<file path="config.mk">
export PLATFORM = sky130hd
export DESIGN_NAME = ref_input_select_monitor
export DESIGN_NICKNAME = d
export VERILOG_FILES = /design/src/ref_select_pkg.sv /design/src/ref_input_select_monitor.sv
export SDC_FILE = /design/constraint.sdc
export NUM_CORES = 1
export LEC_CHECK = 0
export BUFFER_PORTS_ARGS = -buffer_cell sky130_fd_sc_hd__buf_2
export CORE_MARGIN = 1.5
export CORE_UTILIZATION = 26
export DETAILED_ROUTE_END_ITERATION = 8
export SLEW_MARGIN = 20
export SYNTH_ARGS = -nofsm -noshare
export SYNTH_HDL_FRONTEND = slang
export SYNTH_SLANG_ARGS = --single-unit
</file>
<file path="constraint.sdc">
create_clock -name pclk -period 2.55 [get_ports pclk]
set_clock_uncertainty 0.05 [all_clocks]
set_input_delay 0.1275 -clock pclk [delete_from_list [all_inputs] [get_ports pclk]]
set_output_delay 0.1275 -clock pclk [all_outputs]
set_load 0.05 [all_outputs]
</file>
<file path="src/ref_select_pkg.sv">
// ref_select_pkg: constants and carrier types for the reference selector
// assumes a 10 MHz pclk and a 32-bit APB register port
package ref_select_pkg;

	// ----------------------------------------------------------------
	// register map (byte offsets)
	// ----------------------------------------------------------------
	localparam logic [11:0] ctrl_addr = 12'h000;
	localparam logic [11:0] prio_addr = 12'h004;
	localparam logic [11:0] mon_en_addr = 12'h008;
	localparam logic [11:0] vtimer0_addr = 12'h00C;
	localparam logic [11:0] vtimer1_addr = 12'h010;
	localparam logic [11:0] slew_addr = 12'h014;
	localparam logic [11:0] status_addr = 12'h018;
	localparam logic [11:0] flags_addr = 12'h01C;

	// ----------------------------------------------------------------
	// field positions
	// ----------------------------------------------------------------
	localparam int ctrl_mode_lsb = 0; // 2 bits
	localparam int ctrl_man_lsb = 2; // manual_ref_choice
	localparam int ctrl_pinsel_lsb = 3; // use pin instead of field
	localparam int ctrl_osc_byp_lsb = 4; // osc_detect_bypass
	localparam int ctrl_cancel_lsb = 5; // phase cancellation enable
	localparam int ctrl_slew_en_lsb = 6; // phase_slew_enable
	localparam int ctrl_zds_lsb = 7; // zero_delay_sync
	localparam int ctrl_pps0_lsb = 8; // input zero is one-pulse-per-second
	localparam int ctrl_pps1_lsb = 9;
	localparam int prio1_lsb = 4; // input one priority field
	localparam int mon_per_input = 5; // freq, miss, runt, phase, timer en
	localparam int slew_timer_lsb = 16;

	// ----------------------------------------------------------------
	// reset values
	// ----------------------------------------------------------------
	localparam logic [31:0] ctrl_reset = 32'h0000_0000;
	localparam logic [2:0] prio_reset = 3'h1;
	localparam logic [15:0] vtimer_reset = 16'h0010;

	// ----------------------------------------------------------------
	// types
	// ----------------------------------------------------------------
	typedef enum logic [1:0] {
		auto_revertive,
		auto_non_revertive,
		manual_fallback,
		manual_holdover
	} sel_mode_e;

	typedef enum logic [1:0] {
		loop_free_run,
		loop_holdover,
		loop_locked
	} loop_state_e;

	// per-input monitor enables
	typedef struct packed {
		logic freq;
		logic miss;
		logic runt;
		logic phase;
		logic timer;
	} mon_en_s;

	// per-input raw monitor flags
	typedef struct packed {
		logic freq;
		logic miss;
		logic runt;
		logic phase;
	} mon_flag_s;

	// phase transient handling requested of the loop core
	typedef struct packed {
		logic cancel;
		logic slew;
		logic pass_fastlock;
	} hitless_s;

endpackage

</file>
<file path="src/ref_input_select_monitor.sv">
// ref_input_select_monitor: qualifies two references and the oscillator,
// picks the active reference and steers hitless switching of the loop.
// assumes monitor flags, select pin and lock inputs are asynchronous pins
// What this block does
// - each input has priority 0 to 7, 0 excluded, 1 highest
// - equal priorities: input zero ranks ahead of input one
// - automatic priority selection, or manual by register or pin
// - auto revertive: switch at once to higher-priority valid input
// - auto non-revertive: keep current input until it turns invalid
// - manual choice from register field or pin, kept while valid
// - manual fallback: best valid input, else holdover or free-run
// - manual holdover: invalid manual input gives holdover or free-run
// - leave holdover as soon as selected input is valid again
// - slew limit on osc-only exit, holdover exit, unlocked switch
// - both off: phase offset passed at fast-lock bandwidth rate
// - cancellation: no phase step between frequency-locked inputs
// - pps switching is hitless only without zero-delay sync
// - frequency and phase-valid detectors never active together
// - oscillator loss flag clears inside the coarse range
// - oscillator bypass forces valid, loss flag unaffected
// - pps input uses only phase-valid monitor
// - disabled monitors raise no flag and are ignored
// - valid only after enabled monitors clear for validation time
// - status pins show all inputs, register shows selected input
`timescale 1ns/1ps
module ref_input_select_monitor
	import ref_select_pkg::*;
#(
	parameter int n_inputs = 2,
	parameter int timer_w = 16
) (
	input wire logic pclk,
	input wire logic presetn,
	input wire logic psel,
	input wire logic penable,
	input wire logic pwrite,
	input wire logic [11:0] paddr,
	input wire logic [31:0] pwdata,
	output logic [31:0] prdata,
	output logic pready,
	output logic pslverr,
	input wire logic [3:0] mon_flag_pin0,
	input wire logic [3:0] mon_flag_pin1,
	input wire logic osc_in_range,
	input wire logic manual_ref_pin,
	input wire logic history_valid,
	input wire logic freq_locked_pair,
	input wire logic loop_lock,
	output logic [n_inputs-1:0] active_ref,
	output logic [1:0] loop_state,
	output logic osc_freq_loss_flag,
	output logic osc_valid,
	output logic [3:0] status_pin0,
	output logic [3:0] status_pin1,
	output logic [2:0] hitless_ctl,
	output logic slew_request,
	output logic [15:0] phase_slew_threshold,
	output logic [15:0] phase_slew_timer
);

	// ----------------------------------------------------------------
	// checks and state
	// ----------------------------------------------------------------
	// elaboration checks: two inputs, timers of at most 16 bits
	if (n_inputs != 2) begin : bad_inputs
		$error("only two reference inputs are supported");
	end
	if (timer_w < 1 || timer_w > 16) begin : bad_timer
		$error("timer_w must be 1 to 16");
	end

	typedef struct packed {
		logic [31:0] ctrl;
		logic [7:0] prio;
		logic [9:0] mon_en;
		logic [15:0] vtime0;
		logic [15:0] vtime1;
		logic [31:0] slew;
		logic [3:0] sync0_a;
		logic [3:0] sync0_b;
		logic [3:0] sync1_a;
		logic [3:0] sync1_b;
		logic [4:0] misc_a; // range, pin, history, pairlock, lock
		logic [4:0] misc_b;
		logic [1:0] primed; // pin synchronisers hold real samples
		logic [15:0] count0;
		logic [15:0] count1;
		logic [1:0] valid;
		logic have_ref;
		logic sel; // 0 = input zero
		loop_state_e loop;
		logic osc_loss;
		logic slew_req;
		logic [31:0] rdata;
	} state_s;

	state_s q;
	state_s next_q;

	// ----------------------------------------------------------------
	// combinational views
	// ----------------------------------------------------------------
	sel_mode_e mode;
	mon_en_s en0;
	mon_en_s en1;
	mon_flag_s gate0;
	mon_flag_s gate1;
	logic [2:0] prio0;
	logic [2:0] prio1;
	logic best_ok;
	logic best_sel;
	logic man_sel;
	logic want_ok;
	logic want_sel;
	logic bad0;
	logic bad1;
	logic bus_wr;
	logic bus_rd;
	logic addr_ok;
	logic cur_ok;
	logic [15:0] vlim0;
	logic [15:0] vlim1;
	logic pps_any;
	hitless_s hitless;

	// only the low timer_w bits of a validation time take part
	localparam logic [15:0] vtime_mask = 16'hFFFF >> (16 - timer_w);

	assign mode = sel_mode_e'(q.ctrl[ctrl_mode_lsb +: 2]);
	assign prio0 = q.prio[2:0];
	assign prio1 = q.prio[prio1_lsb +: 3];
	assign bus_wr = psel && penable && pwrite;
	assign bus_rd = psel && !penable && !pwrite;

	// validation limits cut to the timer width
	assign vlim0 = q.vtime0 & vtime_mask;
	assign vlim1 = q.vtime1 & vtime_mask;

	// the held input stays usable only while valid and not excluded
	assign cur_ok = q.valid[q.sel] &&
		(q.sel ? prio1 : prio0) != 3'h0;

	// monitor enables: pps input keeps only the phase monitor, and the
	// phase monitor is dropped whenever the frequency monitor is on
	always_comb begin
		en0 = mon_en_s'(q.mon_en[0 +: mon_per_input]);
		en1 = mon_en_s'(q.mon_en[mon_per_input +: mon_per_input]);
		if (q.ctrl[ctrl_pps0_lsb]) begin
			en0.freq = 1'b0;
			en0.miss = 1'b0;
			en0.runt = 1'b0;
		end
		if (q.ctrl[ctrl_pps1_lsb]) begin
			en1.freq = 1'b0;
			en1.miss = 1'b0;
			en1.runt = 1'b0;
		end
		if (en0.freq)
			en0.phase = 1'b0;
		if (en1.freq)
			en1.phase = 1'b0;
		// runt detection rides on the missing-pulse window
		en0.runt = en0.runt && en0.miss;
		en1.runt = en1.runt && en1.miss;
	end

	// disabled monitors raise nothing
	assign gate0 = q.sync0_b & {en0.freq, en0.miss, en0.runt, en0.phase};
	assign gate1 = q.sync1_b & {en1.freq, en1.miss, en1.runt, en1.phase};
	assign bad0 = |gate0;
	assign bad1 = |gate1;

	// priority pick among valid inputs
	always_comb begin
		best_ok = 1'b0;
		best_sel = 1'b0;
		if (q.valid[0] && prio0 != 3'h0) begin
			best_ok = 1'b1;
			best_sel = 1'b0;
		end
		if (q.valid[1] && prio1 != 3'h0) begin
			// strictly better only; a tie keeps input zero
			if (!best_ok || prio1 < prio0) begin
				best_ok = 1'b1;
				best_sel = 1'b1;
			end
		end
	end

	// manual choice: register field or pin
	assign man_sel = q.ctrl[ctrl_pinsel_lsb] ? q.misc_b[3] :
		q.ctrl[ctrl_man_lsb];

	// wanted reference for each selection mode
	always_comb begin
		want_ok = 1'b0;
		want_sel = q.sel;
		case (mode)
			auto_revertive: begin
				want_ok = best_ok;
				want_sel = best_sel;
			end
			auto_non_revertive: begin
				if (q.have_ref && cur_ok) begin
					want_ok = 1'b1;
					want_sel = q.sel;
				end else begin
					want_ok = best_ok;
					want_sel = best_sel;
				end
			end
			manual_fallback: begin
				if (q.valid[man_sel]) begin
					want_ok = 1'b1;
					want_sel = man_sel;
				end else begin
					want_ok = best_ok;
					want_sel = best_sel;
				end
			end
			manual_holdover: begin
				want_ok = q.valid[man_sel];
				want_sel = man_sel;
			end
			default: begin
				want_ok = 1'b0;
				want_sel = q.sel;
			end
		endcase
	end

	// ----------------------------------------------------------------
	// next state
	// ----------------------------------------------------------------
	always_comb begin
		next_q = q;
		// two-flop synchronisers for pin inputs
		next_q.sync0_a = mon_flag_pin0;
		next_q.sync0_b = q.sync0_a;
		next_q.sync1_a = mon_flag_pin1;
		next_q.sync1_b = q.sync1_a;
		next_q.misc_a = {osc_in_range, manual_ref_pin, history_valid,
			freq_locked_pair, loop_lock};
		next_q.misc_b = q.misc_a;

		// validation timers per input
		if (bad0) begin
			next_q.valid[0] = 1'b0;
			next_q.count0 = 16'h0000;
		end else if (!en0.timer || q.count0 >= vlim0) begin
			next_q.valid[0] = 1'b1;
		end else begin
			next_q.count0 = q.count0 + 16'h0001;
		end
		if (bad1) begin
			next_q.valid[1] = 1'b0;
			next_q.count1 = 16'h0000;
		end else if (!en1.timer || q.count1 >= vlim1) begin
			next_q.valid[1] = 1'b1;
		end else begin
			next_q.count1 = q.count1 + 16'h0001;
		end

		// oscillator coarse-range loss flag, kept at its reset value
		// until the synchroniser carries a real pin sample
		next_q.primed = {q.primed[0], 1'b1};
		if (q.primed[1])
			next_q.osc_loss = !q.misc_b[4];

		// reference and loop state
		next_q.slew_req = 1'b0;
		if (want_ok) begin
			next_q.have_ref = 1'b1;
			next_q.sel = want_sel;
			next_q.loop = loop_locked;
			if (q.loop != loop_locked ||
				(q.sel != want_sel && !q.misc_b[1]))
				next_q.slew_req = q.ctrl[ctrl_slew_en_lsb];
		end else begin
			next_q.have_ref = 1'b0;
			next_q.loop = q.misc_b[2] ? loop_holdover :
				loop_free_run;
		end

		// register writes
		if (bus_wr) begin
			case (paddr)
				ctrl_addr: next_q.ctrl = pwdata;
				prio_addr: next_q.prio = pwdata[7:0];
				mon_en_addr: next_q.mon_en = pwdata[9:0];
				vtimer0_addr: next_q.vtime0 = pwdata[15:0];
				vtimer1_addr: next_q.vtime1 = pwdata[15:0];
				slew_addr: next_q.slew = pwdata;
				default: ;
			endcase
		end

		// read data captured in the setup cycle
		if (bus_rd) begin
			case (paddr)
				ctrl_addr: next_q.rdata = q.ctrl;
				prio_addr: next_q.rdata = {24'h000000, q.prio};
				mon_en_addr: next_q.rdata = {22'h000000, q.mon_en};
				vtimer0_addr: next_q.rdata = {16'h0000, q.vtime0};
				vtimer1_addr: next_q.rdata = {16'h0000, q.vtime1};
				slew_addr: next_q.rdata = q.slew;
				status_addr: next_q.rdata = {24'h000000, q.misc_b[0],
					q.osc_loss, q.valid, q.loop, q.have_ref, q.sel};
				flags_addr: next_q.rdata = {28'h0000000,
					q.sel ? gate1 : gate0};
				default: next_q.rdata = 32'h0000_0000;
			endcase
		end
	end

	// ----------------------------------------------------------------
	// registers
	// ----------------------------------------------------------------
	always_ff @(posedge pclk or negedge presetn) begin
		if (!presetn) begin
			q <= '0;
			q.ctrl <= ctrl_reset;
			q.prio <= {1'b0, prio_reset, 1'b0, prio_reset};
			q.vtime0 <= vtimer_reset;
			q.vtime1 <= vtimer_reset;
			q.loop <= loop_free_run;
		end else begin
			q <= next_q;
		end
	end

	// ----------------------------------------------------------------
	// outputs
	// ----------------------------------------------------------------
	always_comb begin
		case (paddr)
			ctrl_addr, prio_addr, mon_en_addr, vtimer0_addr,
			vtimer1_addr, slew_addr, status_addr, flags_addr:
				addr_ok = 1'b1;
			default: addr_ok = 1'b0;
		endcase
	end

	assign pready = 1'b1;
	assign pslverr = psel && penable && !addr_ok;
	assign prdata = q.rdata;
	assign active_ref = q.have_ref ? (q.sel ? 2'b10 : 2'b01) : 2'b00;
	assign loop_state = q.loop;
	assign osc_freq_loss_flag = q.osc_loss;
	assign osc_valid = q.ctrl[ctrl_osc_byp_lsb] || !q.osc_loss;
	assign status_pin0 = gate0;
	assign status_pin1 = gate1;
	// pps mode of either input, for the zero-delay sync exception
	assign pps_any = q.ctrl[ctrl_pps0_lsb] || q.ctrl[ctrl_pps1_lsb];

	// cancel only between frequency-locked inputs and, for pps,
	// only without zero-delay sync
	assign hitless.cancel = q.ctrl[ctrl_cancel_lsb] && q.misc_b[1] &&
		!(q.ctrl[ctrl_zds_lsb] && pps_any);
	assign hitless.slew = q.ctrl[ctrl_slew_en_lsb];
	assign hitless.pass_fastlock = !q.ctrl[ctrl_cancel_lsb] &&
		!q.ctrl[ctrl_slew_en_lsb];
	assign hitless_ctl = hitless;
	assign slew_request = q.slew_req;
	assign phase_slew_threshold = q.slew[15:0];
	assign phase_slew_timer = q.slew[slew_timer_lsb +: 16];

endmodule

</file>
After elaboration in Yosys (flattened, before gate mapping):

Memory sizes are Yosys's and may differ from the RTL's.
Index checks and enable logic that the tools add are counted.

* memories: 1
* register bits after elaboration: 214
* ROM bits: 32
* output and inout bits: 84
* input port bits: 62
* word-level logic and storage cells: 135

Memories
* (name not given): words 32, width 1, rd ports 1, clocked after memory_dff 0, wr ports 0, line ref_input_select_monitor.sv:336 `case (paddr)`

* equality and inequality tests: 14
* $add $sub $neg: 2
* bitwise operators: 2
* reductions and logical operators: 50
* mux-type cells: 38
* magnitude comparators: 5

Operators by type and width (number)
* $pmux 32 s8: 1
* $eq 12x5->1 const B: 4
* $mux 16: 3
* $add 16x1->16 const B: 2
* $ge 16x16->1: 2
* $eq 12x4->1 const B: 2
* $mux 1: 24
* $mux 17: 1
* $logic_and 1x1->1: 16
* $eq 12x3->1 const B: 1
* $logic_not 1->1: 12
* $logic_not 12->1: 1
* $reduce_and 2->1: 6
* $mux 3: 3
* $reduce_bool 3->1: 3
* $and 4x4->4: 2
* $pmux 1 s4: 2
* $reduce_or 4->1: 2
* $logic_not 7->1: 1
* $logic_or 1x1->1: 6
* $mux 2: 3
* $ne 2x2->1 const B: 3
* $eq 2x2->1 const B: 2
* $lt 1x2->1 const B: 2
* 6 further kinds: 7

Logic depth before layout (Yosys ltp):

* word-level depth: 14
* gate-level depth with buffers: 10
* mapped depth without buffers: 8

Worst setup path before layout:

No wires, ideal clock.

* path type: reg-to-reg
* start: register q[70] in the netlist's numbering
* end: register q[71] in the netlist's numbering
* period minus slack after synthesis: 2.367 ns
* setup time: 0.136 ns
* arrival time: 2.181 ns
* setup slack: 0.183 ns
* path buffers: 2
* required time: 2.364 ns
* cell stages (with the launch flop): 10
* cell sequence: dfrtp_1 > ha_1 > a21o_1 > a2111oi_4 > o211ai_2 > a21o_4 > buf_6 > buf_2 > o31ai_1 > a21oi_1

* cells in the longest elaborated chain, start to end: 3
* elaborated cells on any way between the ends: 6
* classes of those cells: add/sub (1); order compare (1); eq/ne (1); mux (2); reduce/logical (1)

RTL lines
* start, declared: line ref_input_select_monitor.sv:97 `state_s q;`
* start signal, assigned: line ref_input_select_monitor.sv:328 `q <= next_q;`
* $add 16x1->16 / $ge 16x16->1 (equally long branches): line ref_input_select_monitor.sv:253, ref_input_select_monitor.sv:250
* $mux 16 / $logic_or 1x1->1 (equally long branches): line ref_input_select_monitor.sv:250 `end else if (!en0.timer || q.count0 >= vlim0) begin`
* $mux 16 / $ne 2x2->1 (equally long branches)

Parallel ways exist; a longest one is shown, timed or not. The select of a mux whose other input is x is not followed.
A chain may end at the register's enable or synchronous reset.

Final worst setup path:

* start: register q[70] in the netlist's numbering
* end: register q[59] in the netlist's numbering

* cells in the longest elaborated chain, start to end: 3

RTL lines (line)
* $ge 16x16->1: ref_input_select_monitor.sv:250
* $logic_or 1x1->1: ref_input_select_monitor.sv:250
* $ne 2x2->1 (no line)

Every way passes these cells.

==> results_dict.tcl <==
set metrics [dict create \
    status "finished, final reports clean" \
    hp-class "in -> reg" \
    detailroute.via_count 8184 \
    ys_top_cells_by_count "dfrtp_1, nand2_1, mux2_2" \
    endpoint "q[59]" \
    drtPass1Iterations 7 \
    peakVddDrop_mv 0.458 \
    synth.avg_cell_area_sq_um 10.7 \
    grt_max_degree 84 \
    gp_congestion 0.862 \
    cts.sinks 213 \
    synthArstFlopShare 1.00 \
    core_sq_um 40000 \
    syn2layout_area_growth_pct 21.9 \
    drtAntennaViolNets 0 \
    r2r-start "q[70]" \
    tritoncts "built" \
    cp_top_family "compound AO/OA/AOI/OAI gates" \
    synth_top_area_cell "dfrtp_1" \
    slew_headroom 0.514 \
    wl_per_cell_um 17.8 \
    cts.reportedPaths.clkPinSlew_ns 0.06 \
    final_util 0.323 \
    start_kind "flop" \
    synth.top_cell.area_share 0.493 \
    synth_cells 993 \
    cp_max_fo 8 \
    vias_per_cell 4.89 \
    power_density_nw_per_um2 556 \
    drc_errors 0 \
    cpMaxStageDelayCell "or4_1" \
    yosys.cell_types.count 63 \
    dr.first_iter.drc_count 626 \
    holdCritStartpoint "psel" \
    synth_most_common_cell "dfrtp_1" \
    rsz0062_at_grt "true" \
    cp-end-kind "flop" \
    setup_viol 0 \
    reg2reg_to "q[59]" \
    cts_made_buffers 24 \
    yosysSeqAreaShare 0.503 \
    die_w_um 205 \
    ys.warnings.count 0 \
    rows 73 \
    period_share 0.974 \
    synth_edf_count 0 \
    cts_buffer_depth 3 \
    die_area_sq_um 42000 \
    critical_path.cell_chain "ha_4 -> a21o_1 -> a2111oi_4 -> o211ai_2 -> a21o_4 -> buf_2 -> or4_1 -> nand2_1" \
    io_pins 146 \
    drive_above_1_share 0.289 \
    start_util 0.265 \
    die_h_um 205 \
    synthFlopType "dfrtp_1" \
    placed_area_sq_um 11600 \
    antenna_found_initial 0 \
    io_buffers 144 \
    hold_violations 0 \
    drv_cap 0 \
    startpoint "q[70]" \
    maxSlewViolCount 0 \
    htreeDepth 1 \
    root_buffer "clkbuf_16" \
    cp.required_ns 2.96 \
    grt_pass1_wl_um 46700 \
    grt_util_all_layers 0.141 \
    slowest_delay_ns 0.46 \
    fin_nets 1239 \
    min_period_ns 2.48 \
    grt-ovfl-total 0 \
    finalWirelength_um 29800 \
    diodes 0 \
    clk_latency_ns 0.54 \
    power_mw 7.19 \
    p_leak_nw 6.24 \
    max_clock_freq_mhz 402 \
    grt_pass1_vias 8093 \
    synth-seq-cells 213 \
    cp_data_arrival_time_ns 2.89 \
    reg2reg_depth 8 \
    syn-cell-area_sq_um 10600 \
    critPathKind "reg -> reg" \
    r2r_slack_ns 0.07 \
    dp_hpwl_um 21400 \
    tns_ns 0 \
    synth.top_cells.by_area "dfrtp_1, mux2_2, buf_4" \
    path_depth 8 \
    final_area_sq_um 12900 \
    critPathBufInv 1 \
    tightest_slew_ns 0.729 \
]
where the power goes:
part | total [mW] | switching (mW) | leakage, nW | internal (mW)
Combinational | 0.370 | 0.239 | 3.15 | 0.131
Sequential | 3.44 | 0.0187 | 2.71 | 3.42
Clock | 3.39 | 1.39 | 0.371 | 2.00
worst min path at each step:
stage	endpoint	cells past startpoint
5_1_grt	prdata[0]	4
4_1_cts	prdata[5]	4
2_1_floorplan	en0[0]	0
6_report	prdata[5]	4
3_5_place_dp	q[58]	1
3_3_place_gp	q[58]	1
flip-flops by register name, indices dropped and copies added, names as in the netlist:
signal                flops
vlim1                    16
prio0                     3
en1                       1
slew_request              1
phase_slew_timer         16
vlim0                    16
hitless_ctl               1
en0                       1
phase_slew_threshold     16
loop_state                1
prio1                     3
next_q                   14
prdata                   32
mode                      2
osc_freq_loss_flag        1
q                        89
final cells by class:
type	count	area, sq um
fillers	4074	27100
multi-input cells	619	4470
flip-flops and latches	213	5340
well taps	525	657
clock buffers	29	649
clock inverters	8	108
inverters	54	203
repair buffers	225	1510
timing repair:
| action | 4_1_cts | 5_1_grt |
|---|---|---|
| gates resized for setup | 0 | 10 |
| buffers inserted | 1 | 3 |
| hold endpoints to repair | 205 | 0 |
| pin swaps | 1 | 2 |
| hold buffers | 46 | 0 |
| cloned | 1 | 0 |
| setup endpoints to repair | 6 | 21 |
cells in the final DEF (no fill, tap or decap), types with 3 or more instances in the layout:
master,instances
mux2_1,3
buf_2,144
nor3_2,6
nor3_1,11
nor4_1,4
a21oi_1,44
and3_1,10
ha_1,39
dfrtp_1,208
mux2_2,85
a221oi_1,13
a22oi_1,19
inv_1,53
nand4_1,10
a211oi_1,7
or4_1,15
clkinv_2,3
a22o_1,10
nor2b_1,11
and2_1,5
a31oi_1,6
a21o_1,6
dfstp_2,4
nor2_1,34
buf_4,29
o21ai_0,78
nand3_1,13
a211o_1,3
clkbuf_8,3
or3_1,12
nand2_1,94
o211ai_1,5
dlygate4sd3_1,46
mux2i_1,12
clkbuf_16,24
buf_12,5
o31ai_1,11
nand2b_1,8
tightest hold or removal path: cells and delay by family:
family | cells | cell delay, ns
AOI/OAI and AO/OA | 1 | 0.04
buffers and inverters | 1 | 0.13
and+or+nand+nor | 2 | 0.29
metrics by stage:
stage | hold WS [ns] | std cells | setup slack, ns
finish | 0.0371 | 1673 | 0.0653
global placement | 0.125 | 1585 | 0.0570
detailed placement | 0.127 | 1585 | 0.00494
CTS | 0.0186 | 1670 | 0.0135
global route | 0.0659 | 1673 | -0.0323
floorplan | -0.218 | 994 | 0.183
logic make-up (layout without fill, tap and decap cells):
kind of cell,after synthesis,count (layout),synth area share
compound gates,229,230,0.140
xor+xnor,2,2,0.00165
fa+ha+maj,40,40,0.0472
buf+inv,163,316,0.0840
flops,213,213,0.503
mux,101,101,0.107
other cells,1,2,0.000353
simple gates,244,244,0.117
layer usage:
metal,global-route usage,up-vias,part of all wire
met2,0.216,277,0.44
met1,0.202,4065,0.46
li1,-,3796,-
met5,0,-,0
met3,0.0304,46,0.073
met4,0.0357,0,0.021
Power figures use the tool's default switching activity.
